<file path="src/gxd_pkg.sv">
// Shared constants and types for the guest exit decision block
package gxd_pkg;

  // Register byte offsets
  localparam logic [4:0] OFS_CTRL      = 5'h00;
  localparam logic [4:0] OFS_GAP       = 5'h04;
  localparam logic [4:0] OFS_WINDOW    = 5'h08;
  localparam logic [4:0] OFS_THRESH    = 5'h0C;
  localparam logic [4:0] OFS_PAGE      = 5'h10;
  localparam logic [4:0] OFS_STATUS    = 5'h14;
  localparam logic [4:0] OFS_EXITCNT   = 5'h18;
  localparam logic [4:0] OFS_TIME      = 5'h1C;

  // Control register field positions
  localparam int unsigned B_PAUSE_EXIT   = 0;
  localparam int unsigned B_LOOP_EXIT    = 1;
  localparam int unsigned B_USE_BITMAPS  = 2;
  localparam int unsigned B_PERF_EXIT    = 3;
  localparam int unsigned B_RAND_EXIT    = 4;
  localparam int unsigned B_TS_EXIT      = 5;
  localparam int unsigned B_TS_AUX_EN    = 6;
  localparam int unsigned B_FLUSH_EXIT   = 7;
  localparam int unsigned B_PRIO_LD_EXIT = 8;
  localparam int unsigned B_USE_SHADOW   = 9;
  localparam int unsigned B_EXT_VIRT     = 10;
  localparam int unsigned B_PAGE_VIRT    = 11;
  localparam int unsigned B_SECONDARY    = 31;

  // Secondary controls, forced to zero while the secondary enable is clear
  localparam logic [31:0] SECONDARY_MASK = 32'h0000_0CD2;

  // Reset values
  localparam logic [31:0] CTRL_RST   = 32'h0000_0000;
  localparam logic [31:0] GAP_RST    = 32'h0000_0080;
  localparam logic [31:0] WINDOW_RST = 32'h0000_1000;
  localparam logic [3:0]  THRESH_RST = 4'h0;
  localparam logic [19:0] PAGE_RST   = 20'hFEE00;

  // Index ranges of model-specific registers covered by bitmaps
  localparam logic [31:0] IDX_LOW_BASE  = 32'h0000_0000;
  localparam logic [31:0] IDX_HIGH_BASE = 32'hC000_0000;
  localparam logic [31:0] IDX_SPAN_MASK = 32'h0000_1FFF;
  localparam logic [31:0] IDX_PRIO      = 32'h0000_0808;

  // Priority field location inside the access page
  localparam logic [7:0]  PRIO_FIELD_LINE = 8'h08;

  // Bitmap selectors
  localparam logic [1:0] BM_READ_LOW   = 2'h0;
  localparam logic [1:0] BM_READ_HIGH  = 2'h1;
  localparam logic [1:0] BM_WRITE_LOW  = 2'h2;
  localparam logic [1:0] BM_WRITE_HIGH = 2'h3;

  typedef enum logic [3:0] {
    OP_NONE,
    OP_PAUSE,
    OP_MODEL_READ,
    OP_MODEL_WRITE,
    OP_PERF_READ,
    OP_RANDOM_READ,
    OP_TS_READ,
    OP_TS_AUX_READ,
    OP_SYS_RESUME,
    OP_FLUSH,
    OP_PRIO_WRITE
  } gxd_op_type;

  typedef enum logic [3:0] {
    RSN_NONE,
    RSN_PAUSE,
    RSN_MODEL_READ,
    RSN_MODEL_WRITE,
    RSN_PERF_READ,
    RSN_RANDOM_READ,
    RSN_TS_READ,
    RSN_TS_AUX_READ,
    RSN_SYS_RESUME,
    RSN_FLUSH,
    RSN_PRIO_BELOW,
    RSN_PAGE_ACCESS
  } gxd_reason_type;

endpackage

</file>
<file path="src/gxd_exit_decision.sv">
// Guest exit decision logic with Avalon-MM control registers
//
// Local design decisions: the Avalon-MM interface to the registers and the register offsets.
`timescale 1ns/10ps

// What this block does
// - Privilege 0, both spin controls clear: spin hint runs without exit.
// - Spin-hint exiting set: exit at any privilege, loop control ignored.
// - First-in-loop when gap since last privilege-0 hint exceeds limit, or after entry.
// - Not first: exit when time since first-in-loop exceeds window limit.
// - Gap and window measured on a timestamp-rate counter.
// - Above privilege 0 loop control ignored; exit only if spin-hint exiting set.
// - Register read exits without bitmaps or with index outside both ranges.
// - Register read in range exits when its read bitmap bit is one.
// - Register write uses the same range rule with write bitmaps.
// - Counter read exits when its exiting control is one.
// - Random read exits when random exiting is one.
// - Timestamp read exits when timestamp exiting is one.
// - Timestamp-aux read exits only with timestamp exiting and aux enable.
// - Resume exits inside management mode, else invalid opcode.
// - Write-back flush exits when flush exiting is one.
// - Trap-like exits complete the instruction first; saved pointer is next.
// - Priority-control write lowering shadow below threshold traps, given controls.
// - Index 808H write lowering shadow below threshold traps, given controls.
// - Page-access virtualization: access on the access page exits.
// - Access-page decision uses the final physical address only.
// - Priority-shadow use exempts the priority field from page exits.
// - Higher-priority faults win over these exits.
module gxd_exit_decision (
  // Clock and reset
  input  wire logic                clk_sys,
  input  wire logic                rst,
  // Avalon-MM slave
  input  wire logic [4:0]          address,
  input  wire logic                read,
  input  wire logic                write,
  input  wire logic [31:0]         writedata,
  output logic      [31:0]         readdata,
  output logic                     waitrequest,
  // Instruction from the pipeline
  input  wire logic                instr_valid,
  input  gxd_pkg::gxd_op_type      instr_op,
  input  wire logic [1:0]          current_privilege_level,
  input  wire logic                in_system_management_mode,
  input  wire logic                higher_fault,
  input  wire logic [31:0]         index_operand_reg,
  input  wire logic [3:0]          priority_new,
  input  wire logic                guest_entry,
  // Bitmap lookup
  output logic      [1:0]          bitmap_sel,
  output logic      [12:0]         bitmap_index,
  input  wire logic                bitmap_bit,
  // Memory access check
  input  wire logic                mem_valid,
  input  wire logic [31:0]         mem_phys_addr,
  input  wire logic                mem_fault,
  // Decision
  output logic                     exit_req,
  output logic                     exit_trap,
  output gxd_pkg::gxd_reason_type  exit_reason,
  output logic                     invalid_opcode,
  output logic                     page_exit
);

  typedef struct packed {
    logic [31:0]              ctrl;
    logic [31:0]              gap;
    logic [31:0]              window;
    logic [3:0]               thresh;
    logic [19:0]              page;
    logic [31:0]              now;
    logic [31:0]              last_pause;
    logic [31:0]              first_loop;
    logic                     seen;
    logic                     ack;
    logic [31:0]              rdata;
    logic                     exit_req;
    logic                     exit_trap;
    gxd_pkg::gxd_reason_type  reason;
    logic                     inv_op;
    logic                     page_exit;
    logic [15:0]              exit_count;
  } gxd_state_type;

  gxd_state_type state_reg;
  gxd_state_type state_next;

  logic [31:0] ctrl_eff;
  logic        is_low;
  logic        is_high;
  logic        loop_active;
  logic        first_in_loop;
  logic        window_over;
  logic        fault_exit;
  logic        trap_exit;
  logic        in_page;
  logic        prio_field;

  function automatic logic [31:0] elapsed(input logic [31:0] now_t, input logic [31:0] then_t);
    elapsed = now_t - then_t;
  endfunction

  function automatic logic in_span(input logic [31:0] idx, input logic [31:0] base);
    in_span = (idx & ~gxd_pkg::IDX_SPAN_MASK) == base;
  endfunction

  assign ctrl_eff = state_reg.ctrl[gxd_pkg::B_SECONDARY] ? state_reg.ctrl
                    : (state_reg.ctrl & ~gxd_pkg::SECONDARY_MASK);

  // Bitmap lookup for register reads and writes
  assign is_low       = in_span(index_operand_reg, gxd_pkg::IDX_LOW_BASE);
  assign is_high      = in_span(index_operand_reg, gxd_pkg::IDX_HIGH_BASE);
  assign bitmap_index = index_operand_reg[12:0];
  assign bitmap_sel   = (instr_op == gxd_pkg::OP_MODEL_WRITE)
                        ? (is_high ? gxd_pkg::BM_WRITE_HIGH : gxd_pkg::BM_WRITE_LOW)
                        : (is_high ? gxd_pkg::BM_READ_HIGH : gxd_pkg::BM_READ_LOW);

  // Spin-loop timing on the free-running counter
  assign loop_active   = (current_privilege_level == 2'h0) && !ctrl_eff[gxd_pkg::B_PAUSE_EXIT]
                         && ctrl_eff[gxd_pkg::B_LOOP_EXIT];
  assign first_in_loop = !state_reg.seen
                         || (elapsed(state_reg.now, state_reg.last_pause) > state_reg.gap);
  assign window_over   = elapsed(state_reg.now, state_reg.first_loop) > state_reg.window;

  // Physical page match; callers hand in the final physical address
  assign in_page    = mem_phys_addr[31:12] == state_reg.page;
  assign prio_field = mem_phys_addr[11:4] == gxd_pkg::PRIO_FIELD_LINE;

  always_comb
  begin
    fault_exit = 1'b0;
    trap_exit  = 1'b0;
    case (instr_op)
      gxd_pkg::OP_PAUSE:
        fault_exit = ctrl_eff[gxd_pkg::B_PAUSE_EXIT]
                     || (loop_active && !first_in_loop && window_over);
      gxd_pkg::OP_MODEL_READ,
      gxd_pkg::OP_MODEL_WRITE:
      begin
        fault_exit = !ctrl_eff[gxd_pkg::B_USE_BITMAPS] || !(is_low || is_high) || bitmap_bit;
        trap_exit  = (instr_op == gxd_pkg::OP_MODEL_WRITE) && (index_operand_reg == gxd_pkg::IDX_PRIO)
                     && ctrl_eff[gxd_pkg::B_EXT_VIRT] && (priority_new < state_reg.thresh);
      end
      gxd_pkg::OP_PERF_READ:   fault_exit = ctrl_eff[gxd_pkg::B_PERF_EXIT];
      gxd_pkg::OP_RANDOM_READ: fault_exit = ctrl_eff[gxd_pkg::B_RAND_EXIT];
      gxd_pkg::OP_TS_READ:     fault_exit = ctrl_eff[gxd_pkg::B_TS_EXIT];
      gxd_pkg::OP_TS_AUX_READ:
        fault_exit = ctrl_eff[gxd_pkg::B_TS_EXIT] && ctrl_eff[gxd_pkg::B_TS_AUX_EN];
      gxd_pkg::OP_SYS_RESUME:  fault_exit = in_system_management_mode;
      gxd_pkg::OP_FLUSH:       fault_exit = ctrl_eff[gxd_pkg::B_FLUSH_EXIT];
      gxd_pkg::OP_PRIO_WRITE:
        trap_exit = !ctrl_eff[gxd_pkg::B_PRIO_LD_EXIT] && ctrl_eff[gxd_pkg::B_USE_SHADOW]
                    && (priority_new < state_reg.thresh);
      default:
      begin
        fault_exit = 1'b0;
        trap_exit  = 1'b0;
      end
    endcase
  end

  always_comb
  begin
    state_next           = state_reg;
    state_next.now       = state_reg.now + 32'h0000_0001;
    state_next.exit_req  = 1'b0;
    state_next.exit_trap = 1'b0;
    state_next.reason    = gxd_pkg::RSN_NONE;
    state_next.inv_op    = 1'b0;
    state_next.page_exit = 1'b0;

    // Bus slave: one wait cycle, then answer
    state_next.ack = (read || write) && !state_reg.ack;
    if ((read || write) && !state_reg.ack)
    begin
      case (address)
        gxd_pkg::OFS_CTRL:    state_next.rdata = state_reg.ctrl;
        gxd_pkg::OFS_GAP:     state_next.rdata = state_reg.gap;
        gxd_pkg::OFS_WINDOW:  state_next.rdata = state_reg.window;
        gxd_pkg::OFS_THRESH:  state_next.rdata = {28'h0000000, state_reg.thresh};
        gxd_pkg::OFS_PAGE:    state_next.rdata = {state_reg.page, 12'h000};
        gxd_pkg::OFS_STATUS:  state_next.rdata = {23'h000000, state_reg.seen, state_reg.reason,
                                                  state_reg.page_exit, state_reg.inv_op,
                                                  state_reg.exit_trap, state_reg.exit_req};
        gxd_pkg::OFS_EXITCNT: state_next.rdata = {16'h0000, state_reg.exit_count};
        gxd_pkg::OFS_TIME:    state_next.rdata = state_reg.now;
        default:              state_next.rdata = 32'h0000_0000;
      endcase
    end
    if (write && state_reg.ack)
    begin
      case (address)
        gxd_pkg::OFS_CTRL:   state_next.ctrl   = writedata;
        gxd_pkg::OFS_GAP:    state_next.gap    = writedata;
        gxd_pkg::OFS_WINDOW: state_next.window = writedata;
        gxd_pkg::OFS_THRESH: state_next.thresh = writedata[3:0];
        gxd_pkg::OFS_PAGE:   state_next.page   = writedata[31:12];
        default:             state_next.seen   = state_reg.seen;
      endcase
    end

    // Instruction decision; higher faults suppress every instruction exit
    if (instr_valid && !higher_fault)
    begin
      if (instr_op == gxd_pkg::OP_PAUSE && loop_active)
      begin
        state_next.last_pause = state_reg.now;
        state_next.seen       = 1'b1;
        if (first_in_loop)
          state_next.first_loop = state_reg.now;
      end
      if (fault_exit || trap_exit)
      begin
        state_next.exit_req   = 1'b1;
        state_next.exit_trap  = !fault_exit && trap_exit;
        state_next.exit_count = state_reg.exit_count + 16'h0001;
        case (instr_op)
          gxd_pkg::OP_PAUSE:       state_next.reason = gxd_pkg::RSN_PAUSE;
          gxd_pkg::OP_MODEL_READ:  state_next.reason = gxd_pkg::RSN_MODEL_READ;
          gxd_pkg::OP_MODEL_WRITE:
            state_next.reason = fault_exit ? gxd_pkg::RSN_MODEL_WRITE : gxd_pkg::RSN_PRIO_BELOW;
          gxd_pkg::OP_PERF_READ:   state_next.reason = gxd_pkg::RSN_PERF_READ;
          gxd_pkg::OP_RANDOM_READ: state_next.reason = gxd_pkg::RSN_RANDOM_READ;
          gxd_pkg::OP_TS_READ:     state_next.reason = gxd_pkg::RSN_TS_READ;
          gxd_pkg::OP_TS_AUX_READ: state_next.reason = gxd_pkg::RSN_TS_AUX_READ;
          gxd_pkg::OP_SYS_RESUME:  state_next.reason = gxd_pkg::RSN_SYS_RESUME;
          gxd_pkg::OP_FLUSH:       state_next.reason = gxd_pkg::RSN_FLUSH;
          gxd_pkg::OP_PRIO_WRITE:  state_next.reason = gxd_pkg::RSN_PRIO_BELOW;
          default:                 state_next.reason = gxd_pkg::RSN_NONE;
        endcase
      end
      else if (instr_op == gxd_pkg::OP_SYS_RESUME)
        state_next.inv_op = 1'b1;
    end

    // Access-page check on physical addresses
    if (mem_valid && !mem_fault && ctrl_eff[gxd_pkg::B_PAGE_VIRT] && in_page
        && !(ctrl_eff[gxd_pkg::B_USE_SHADOW] && prio_field))
    begin
      state_next.page_exit = 1'b1;
      if (!state_next.exit_req)
        state_next.reason = gxd_pkg::RSN_PAGE_ACCESS;
    end

    // Entry restarts loop tracking
    if (guest_entry)
    begin
      state_next.seen       = 1'b0;
      state_next.last_pause = state_reg.now;
      state_next.first_loop = state_reg.now;
    end
  end

  always_ff @(posedge clk_sys or posedge rst)
  begin
    if (rst)
    begin
      state_reg            <= '0;
      state_reg.ctrl       <= gxd_pkg::CTRL_RST;
      state_reg.gap        <= gxd_pkg::GAP_RST;
      state_reg.window     <= gxd_pkg::WINDOW_RST;
      state_reg.thresh     <= gxd_pkg::THRESH_RST;
      state_reg.page       <= gxd_pkg::PAGE_RST;
      state_reg.reason     <= gxd_pkg::RSN_NONE;
    end
    else
      state_reg <= state_next;
  end

  assign readdata       = state_reg.rdata;
  assign waitrequest    = (read || write) && !state_reg.ack;
  assign exit_req       = state_reg.exit_req;
  assign exit_trap      = state_reg.exit_trap;
  assign exit_reason    = state_reg.reason;
  assign invalid_opcode = state_reg.inv_op;
  assign page_exit      = state_reg.page_exit;

  // Checks
  chk_pause_plain_run: assert property (@(posedge clk_sys) disable iff (rst)
    (instr_valid && instr_op == gxd_pkg::OP_PAUSE && current_privilege_level == 2'h0
     && !ctrl_eff[gxd_pkg::B_PAUSE_EXIT] && !ctrl_eff[gxd_pkg::B_LOOP_EXIT]) |=> !exit_req)
    else $error("spin hint exited with both controls clear");

  chk_pause_exit_any: assert property (@(posedge clk_sys) disable iff (rst)
    (instr_valid && !higher_fault && instr_op == gxd_pkg::OP_PAUSE && ctrl_eff[gxd_pkg::B_PAUSE_EXIT])
    |=> exit_req && !exit_trap && exit_reason == gxd_pkg::RSN_PAUSE)
    else $error("spin hint did not exit with exiting set");

  chk_pause_upper_priv: assert property (@(posedge clk_sys) disable iff (rst)
    (instr_valid && instr_op == gxd_pkg::OP_PAUSE && current_privilege_level != 2'h0
     && !ctrl_eff[gxd_pkg::B_PAUSE_EXIT]) |=> !exit_req)
    else $error("loop exiting applied above privilege 0");

  chk_loop_window_exit: assert property (@(posedge clk_sys) disable iff (rst)
    (instr_valid && !higher_fault && instr_op == gxd_pkg::OP_PAUSE && loop_active
     && !first_in_loop && window_over) |=> exit_req && exit_reason == gxd_pkg::RSN_PAUSE)
    else $error("window overrun did not exit");

  chk_entry_restart: assert property (@(posedge clk_sys) disable iff (rst)
    guest_entry |=> !state_reg.seen && state_reg.first_loop == $past(state_reg.now))
    else $error("entry did not restart loop tracking");

  chk_bitmap_off_exit: assert property (@(posedge clk_sys) disable iff (rst)
    (instr_valid && !higher_fault && instr_op == gxd_pkg::OP_MODEL_READ
     && !ctrl_eff[gxd_pkg::B_USE_BITMAPS]) |=> exit_req && !exit_trap)
    else $error("register read without bitmaps did not exit");

  chk_aux_needs_both: assert property (@(posedge clk_sys) disable iff (rst)
    (instr_valid && instr_op == gxd_pkg::OP_TS_AUX_READ
     && !(ctrl_eff[gxd_pkg::B_TS_EXIT] && ctrl_eff[gxd_pkg::B_TS_AUX_EN])) |=> !exit_req)
    else $error("aux timestamp read exited without both controls");

  chk_resume_outside: assert property (@(posedge clk_sys) disable iff (rst)
    (instr_valid && !higher_fault && instr_op == gxd_pkg::OP_SYS_RESUME && !in_system_management_mode)
    |=> invalid_opcode && !exit_req)
    else $error("resume outside management mode not invalid");

  chk_secondary_gate: assert property (@(posedge clk_sys) disable iff (rst)
    (instr_valid && instr_op == gxd_pkg::OP_FLUSH && !state_reg.ctrl[gxd_pkg::B_SECONDARY]) |=> !exit_req)
    else $error("secondary control acted while gated");

  chk_prio_trap: assert property (@(posedge clk_sys) disable iff (rst)
    (instr_valid && !higher_fault && instr_op == gxd_pkg::OP_PRIO_WRITE
     && !ctrl_eff[gxd_pkg::B_PRIO_LD_EXIT] && ctrl_eff[gxd_pkg::B_USE_SHADOW]
     && priority_new < state_reg.thresh) |=> exit_req && exit_trap)
    else $error("priority drop did not trap");

  chk_fault_wins: assert property (@(posedge clk_sys) disable iff (rst)
    (instr_valid && higher_fault) |=> !exit_req && !invalid_opcode)
    else $error("exit raised over a higher fault");

  chk_prio_field_exempt: assert property (@(posedge clk_sys) disable iff (rst)
    (mem_valid && prio_field && ctrl_eff[gxd_pkg::B_USE_SHADOW]) |=> !page_exit)
    else $error("priority field access raised page exit");

  chk_bus_one_wait: assert property (@(posedge clk_sys) disable iff (rst)
    ((read || write) && waitrequest) |=> !waitrequest ##1 waitrequest || !(read || write))
    else $error("bus answer not after exactly one wait");

  chk_read_bitmap_hit: assert property (@(posedge clk_sys) disable iff (rst)
    (instr_valid && !higher_fault && instr_op == gxd_pkg::OP_MODEL_READ && bitmap_bit) |=> exit_req)
    else $error("register read with bitmap bit set did not exit");

  chk_write_bitmap_clear: assert property (@(posedge clk_sys) disable iff (rst)
    (instr_valid && instr_op == gxd_pkg::OP_MODEL_WRITE && ctrl_eff[gxd_pkg::B_USE_BITMAPS] && is_low
     && !bitmap_bit && index_operand_reg != gxd_pkg::IDX_PRIO) |=> !exit_req)
    else $error("register write exited with bitmap bit clear");

  chk_random_exit: assert property (@(posedge clk_sys) disable iff (rst)
    (instr_valid && !higher_fault && instr_op == gxd_pkg::OP_RANDOM_READ && ctrl_eff[gxd_pkg::B_RAND_EXIT])
    |=> exit_req)
    else $error("random read did not exit");

  chk_index_prio_trap: assert property (@(posedge clk_sys) disable iff (rst)
    (instr_valid && !higher_fault && instr_op == gxd_pkg::OP_MODEL_WRITE && ctrl_eff[gxd_pkg::B_USE_BITMAPS]
     && index_operand_reg == gxd_pkg::IDX_PRIO && !bitmap_bit && ctrl_eff[gxd_pkg::B_EXT_VIRT]
     && priority_new < state_reg.thresh) |=> exit_req && exit_trap)
    else $error("index priority write did not trap");

  chk_page_access_exit: assert property (@(posedge clk_sys) disable iff (rst)
    (mem_valid && !mem_fault && ctrl_eff[gxd_pkg::B_PAGE_VIRT] && in_page && !prio_field) |=> page_exit)
    else $error("access page hit did not exit");

  cov_loop_exit: cover property (@(posedge clk_sys) disable iff (rst)
    exit_req && exit_reason == gxd_pkg::RSN_PAUSE && !ctrl_eff[gxd_pkg::B_PAUSE_EXIT]);
  cov_trap_exit: cover property (@(posedge clk_sys) disable iff (rst) exit_req && exit_trap);
  cov_page_exit: cover property (@(posedge clk_sys) disable iff (rst) page_exit);
  cov_bitmap_exit: cover property (@(posedge clk_sys) disable iff (rst)
    exit_req && exit_reason == gxd_pkg::RSN_MODEL_WRITE);

endmodule // gxd_exit_decision

</file>
<file path="config.mk">
export PLATFORM = sky130hd
export DESIGN_NAME = gxd_exit_decision
export DESIGN_NICKNAME = d
export VERILOG_FILES = /design/src/gxd_pkg.sv /design/src/gxd_exit_decision.sv
export SDC_FILE = /design/constraint.sdc
export NUM_CORES = 1
export LEC_CHECK = 0
export BUFFER_PORTS_ARGS = -buffer_cell sky130_fd_sc_hd__clkbuf_2
export CAP_MARGIN = 20
export CORE_ASPECT_RATIO = 0.5
export CORE_MARGIN = 5
export CORE_UTILIZATION = 40
export CTS_BUF_LIST = sky130_fd_sc_hd__clkbuf_4 sky130_fd_sc_hd__clkbuf_8
export DETAILED_ROUTE_END_ITERATION = 12
export PLACE_DENSITY = 0.56
export SETUP_SLACK_MARGIN = 0.02
export SYNTH_ARGS = -nofsm -noshare
export SYNTH_HDL_FRONTEND = slang
export SYNTH_SLANG_ARGS = --single-unit
</file>
<file path="constraint.sdc">
create_clock -name clk_sys -period 13.3 [get_ports clk_sys]
set_clock_uncertainty 0.05 [all_clocks]
set_input_delay 1.33 -clock clk_sys [delete_from_list [all_inputs] [get_ports clk_sys]]
set_output_delay 1.33 -clock clk_sys [all_outputs]
set_load 0.005 [all_outputs]
</file>
==> results_dict.tcl <==
set metrics [dict create \
    crit_type "flop to flop" \
    grt_remaining_overflow 0 \
    final-hold-violation-count 0 \
    insertion_delay_ns 0.58 \
    drive_above_1_share_pct 22.8 \
    drt_iter0_drc 942 \
    start_util_pct 40.2 \
    pwr_density_cell_mw_per_mm2 109 \
    period_minus_slack_ns 7.32 \
    ys_seq_area_share_pct 39.5 \
    switchingPower_uw 619 \
    wl_per_cell_um 18.8 \
    cp_data_required_time_ns 13.70 \
    dp_hpwl_um 35400 \
    slew_headroom_pct 26.7 \
    leakagePower_nw 9.44 \
    cap_violations 0 \
    drc_errors 0 \
    firstDrtPassIters 6 \
    pwr-share-seq_pct 45.0 \
    cp-end-kind "flop" \
    regArea_mm2 0.00687 \
    track_usage_pct 19.2 \
    period_share_pct 55.1 \
    dp_slack_ns 6.01 \
    synth_top_area_share_pct 37.7 \
    worstMarginPinSlew_ns 1.10 \
    start_kind "flop" \
    regToRegEndpoint "state_reg[75]$_DFFE_PP0P_" \
    fp-row-count 54 \
    syn_area_mm2 0.0174 \
    status "finished, final reports clean" \
    ios 178 \
    dieArea_mm2 0.0480 \
    internal_power_mw 1.52 \
    tns_ns 0 \
    syn_to_final_growth_pct 12.5 \
    synthDistinctLibCells 83 \
    cts_root_buf "clkbuf_8" \
    clk_pin_slew_ns 0.06 \
    totalWireLength_um 47200 \
    dieHeight_um 157 \
    finalMaxSlewViolations 0 \
    clkSinkCount 274 \
    arrival_ns 7.72 \
    nets 2152 \
    grt_pass1_wl_um 73500 \
    r2r_setup_slack_ns 5.98 \
    die_w_um 305 \
    holdBufCountCts 0 \
    ys.flop_type "dfrtp_1" \
    setup_viol 0 \
    multi_input_area_mm2 0.00938 \
    final_common_cell "dfrtp_1" \
    htreeDepth 2 \
    peakVddDrop_mv 0.0580 \
    synth_top_cells_by_area "dfrtp_1 38%, ha_1 9.4%, mux2_2 8.2%, o21ai_0 3.8%, xnor2_1 3.5%" \
    r2r_start "state_reg[122]$_DFF_PP0_" \
    post_dp_cell_area_mm2 0.0186 \
    worstSetupEndpoint "state_reg[75]$_DFFE_PP0P_" \
    place_congestion 0.869 \
    cts_buffers 44 \
    path_max_fanout 23 \
    n_antenna_cell 0 \
    postSynthNetCount 2026 \
    synth_edf_count 0 \
    largest_reg_flops 234 \
    combPwrFrac_pct 17.1 \
    core-area_mm2 0.0433 \
    rsz0062_at_grt "no" \
    grt_max_degree 179 \
    vias_per_cell 5.32 \
    crit_start "state_reg[122]$_DFF_PP0_" \
    swShare_pct 28.9 \
    hold_path_class "flop to flop" \
    ys_ff_latch 274 \
    num_vias 13400 \
    ant_nets 0 \
    async_flop_share_pct 100 \
    cts_tree "yes" \
    io_buffers 173 \
    setup_ws_ns 5.98 \
    synth.avg_cell_area_um2 9.83 \
    post_cts_buffers 0 \
    synth_top_cell_by_area "dfrtp_1" \
    ctsResizeCount 0 \
    power.share.clock_pct 37.9 \
    yosysWarnings 0 \
    cts_buffer_depth 3 \
    antenna_found_initial 0 \
    fmax_mhz 137 \
    postLayoutCellArea_mm2 0.0196 \
    layout_common_cells "262 x dfrtp_1, 173 x clkbuf_2, 157 x inv_1" \
    fill_cells 4214 \
    synthCells 1771 \
    rr_worst_depth 23 \
    grt_pass1_vias 12800 \
]
==> per-layer routing <==
metal,up-vias,GRT usage (%),part of all wire (%)
met5,-,0,0
met4,0,4.82,2.1
met3,66,2.61,4.2
met2,267,30.9,46
met1,6527,27.6,48
li1,6542,-,-
==> cell usage after synthesis, types with 30 or more instances <==
cell type	instances
buf_4	50
xnor2_1	70
nor2_1	72
inv_1	158
mux2_2	126
nand2_1	154
nand3_1	40
dfrtp_1	262
o21ai_0	133
nand4_1	33
ha_1	131
a21oi_1	75
nor3_1	30
xor2_1	47
clkbuf_1	45
==> worst min-delay path by stage <==
stage	from	end	slack [ns]	cells after the start
final	state_reg[15]$_DFFE_PP0P_	state_reg[15]$_DFFE_PP0P_	0.42	1
after global routing	state_reg[15]$_DFFE_PP0P_	state_reg[15]$_DFFE_PP0P_	0.44	1
after CTS	state_reg[15]$_DFFE_PP0P_	state_reg[15]$_DFFE_PP0P_	0.42	1
after detailed placement	state_reg[15]$_DFFE_PP0P_	state_reg[15]$_DFFE_PP0P_	0.41	1
after global placement	readdata[16]$_DFFE_PP0P_	readdata[16]$_DFFE_PP0P_	0.41	2
after floorplan	state_reg[15]$_DFFE_PP0P_	state_reg[15]$_DFFE_PP0P_	0.39	1
==> stage by stage <==
step           utilization, %  hold slack (ns)  power (mW)  cells
2_1_floorplan               -            0.387        1.22   1771
3_3_place_gp             42.9            0.413        1.34   2437
3_5_place_dp             42.9            0.409        1.35   2438
4_1_cts                  45.2            0.420        2.17   2516
5_1_grt                  45.2            0.441        2.26   2517
6_report                 45.2            0.422        2.14   2517
==> power groups by stage <==
stage          Combinational (mW)  Sequential [mW]  Clock, mW
6_report                    0.367            0.963      0.812
5_1_grt                     0.417            0.971      0.873
3_3_place_gp                0.361            0.975          0
2_1_floorplan               0.264            0.956          0
3_5_place_dp                0.368            0.977          0
4_1_cts                     0.371            0.963      0.835
==> worst max-delay path: stages, from the launching register on <==
cell and delay, ns:
dfrtp_1 0.47, inv_1 0.15, ha_1 0.18, inv_1 0.05, fa_1 0.42, a211oi_1 0.30
o21ai_1 0.17, a21o_1 0.23, o31ai_1 0.41, o31ai_1 0.23, a41o_1 0.30, o41ai_1 0.47
o21ai_1 0.16, xor2_1 0.18, ha_1 0.30, nand4_1 0.15, nor4_1 0.72, nand4_1 0.21
o21a_1 0.15, a31oi_1 0.66, inv_1 0.18, a21oi_4 0.45, buf_12 0.24, mux2_2 0.35
==> cells by family after synthesis <==
| family | synth area share [%] |
|---|---|
| simple gates | 12.4 |
| xor+xnor | 5.89 |
| compound gates | 13.6 |
| fa+ha+maj | 9.65 |
| mux | 12.0 |
| flops | 39.5 |
| buf+inv | 6.96 |
==> area by class of cell <==
class,instances,share of cell area [%]
Clock inverter,9,0.505
Tap cell,588,3.76
Inverter,158,3.07
Sequential cell,274,35.1
Clock buffer,69,4.47
Multi-Input combinational cell,1230,47.9
Timing Repair Buffer,189,5.23
Note: power is estimated with default switching activity, not from simulation.
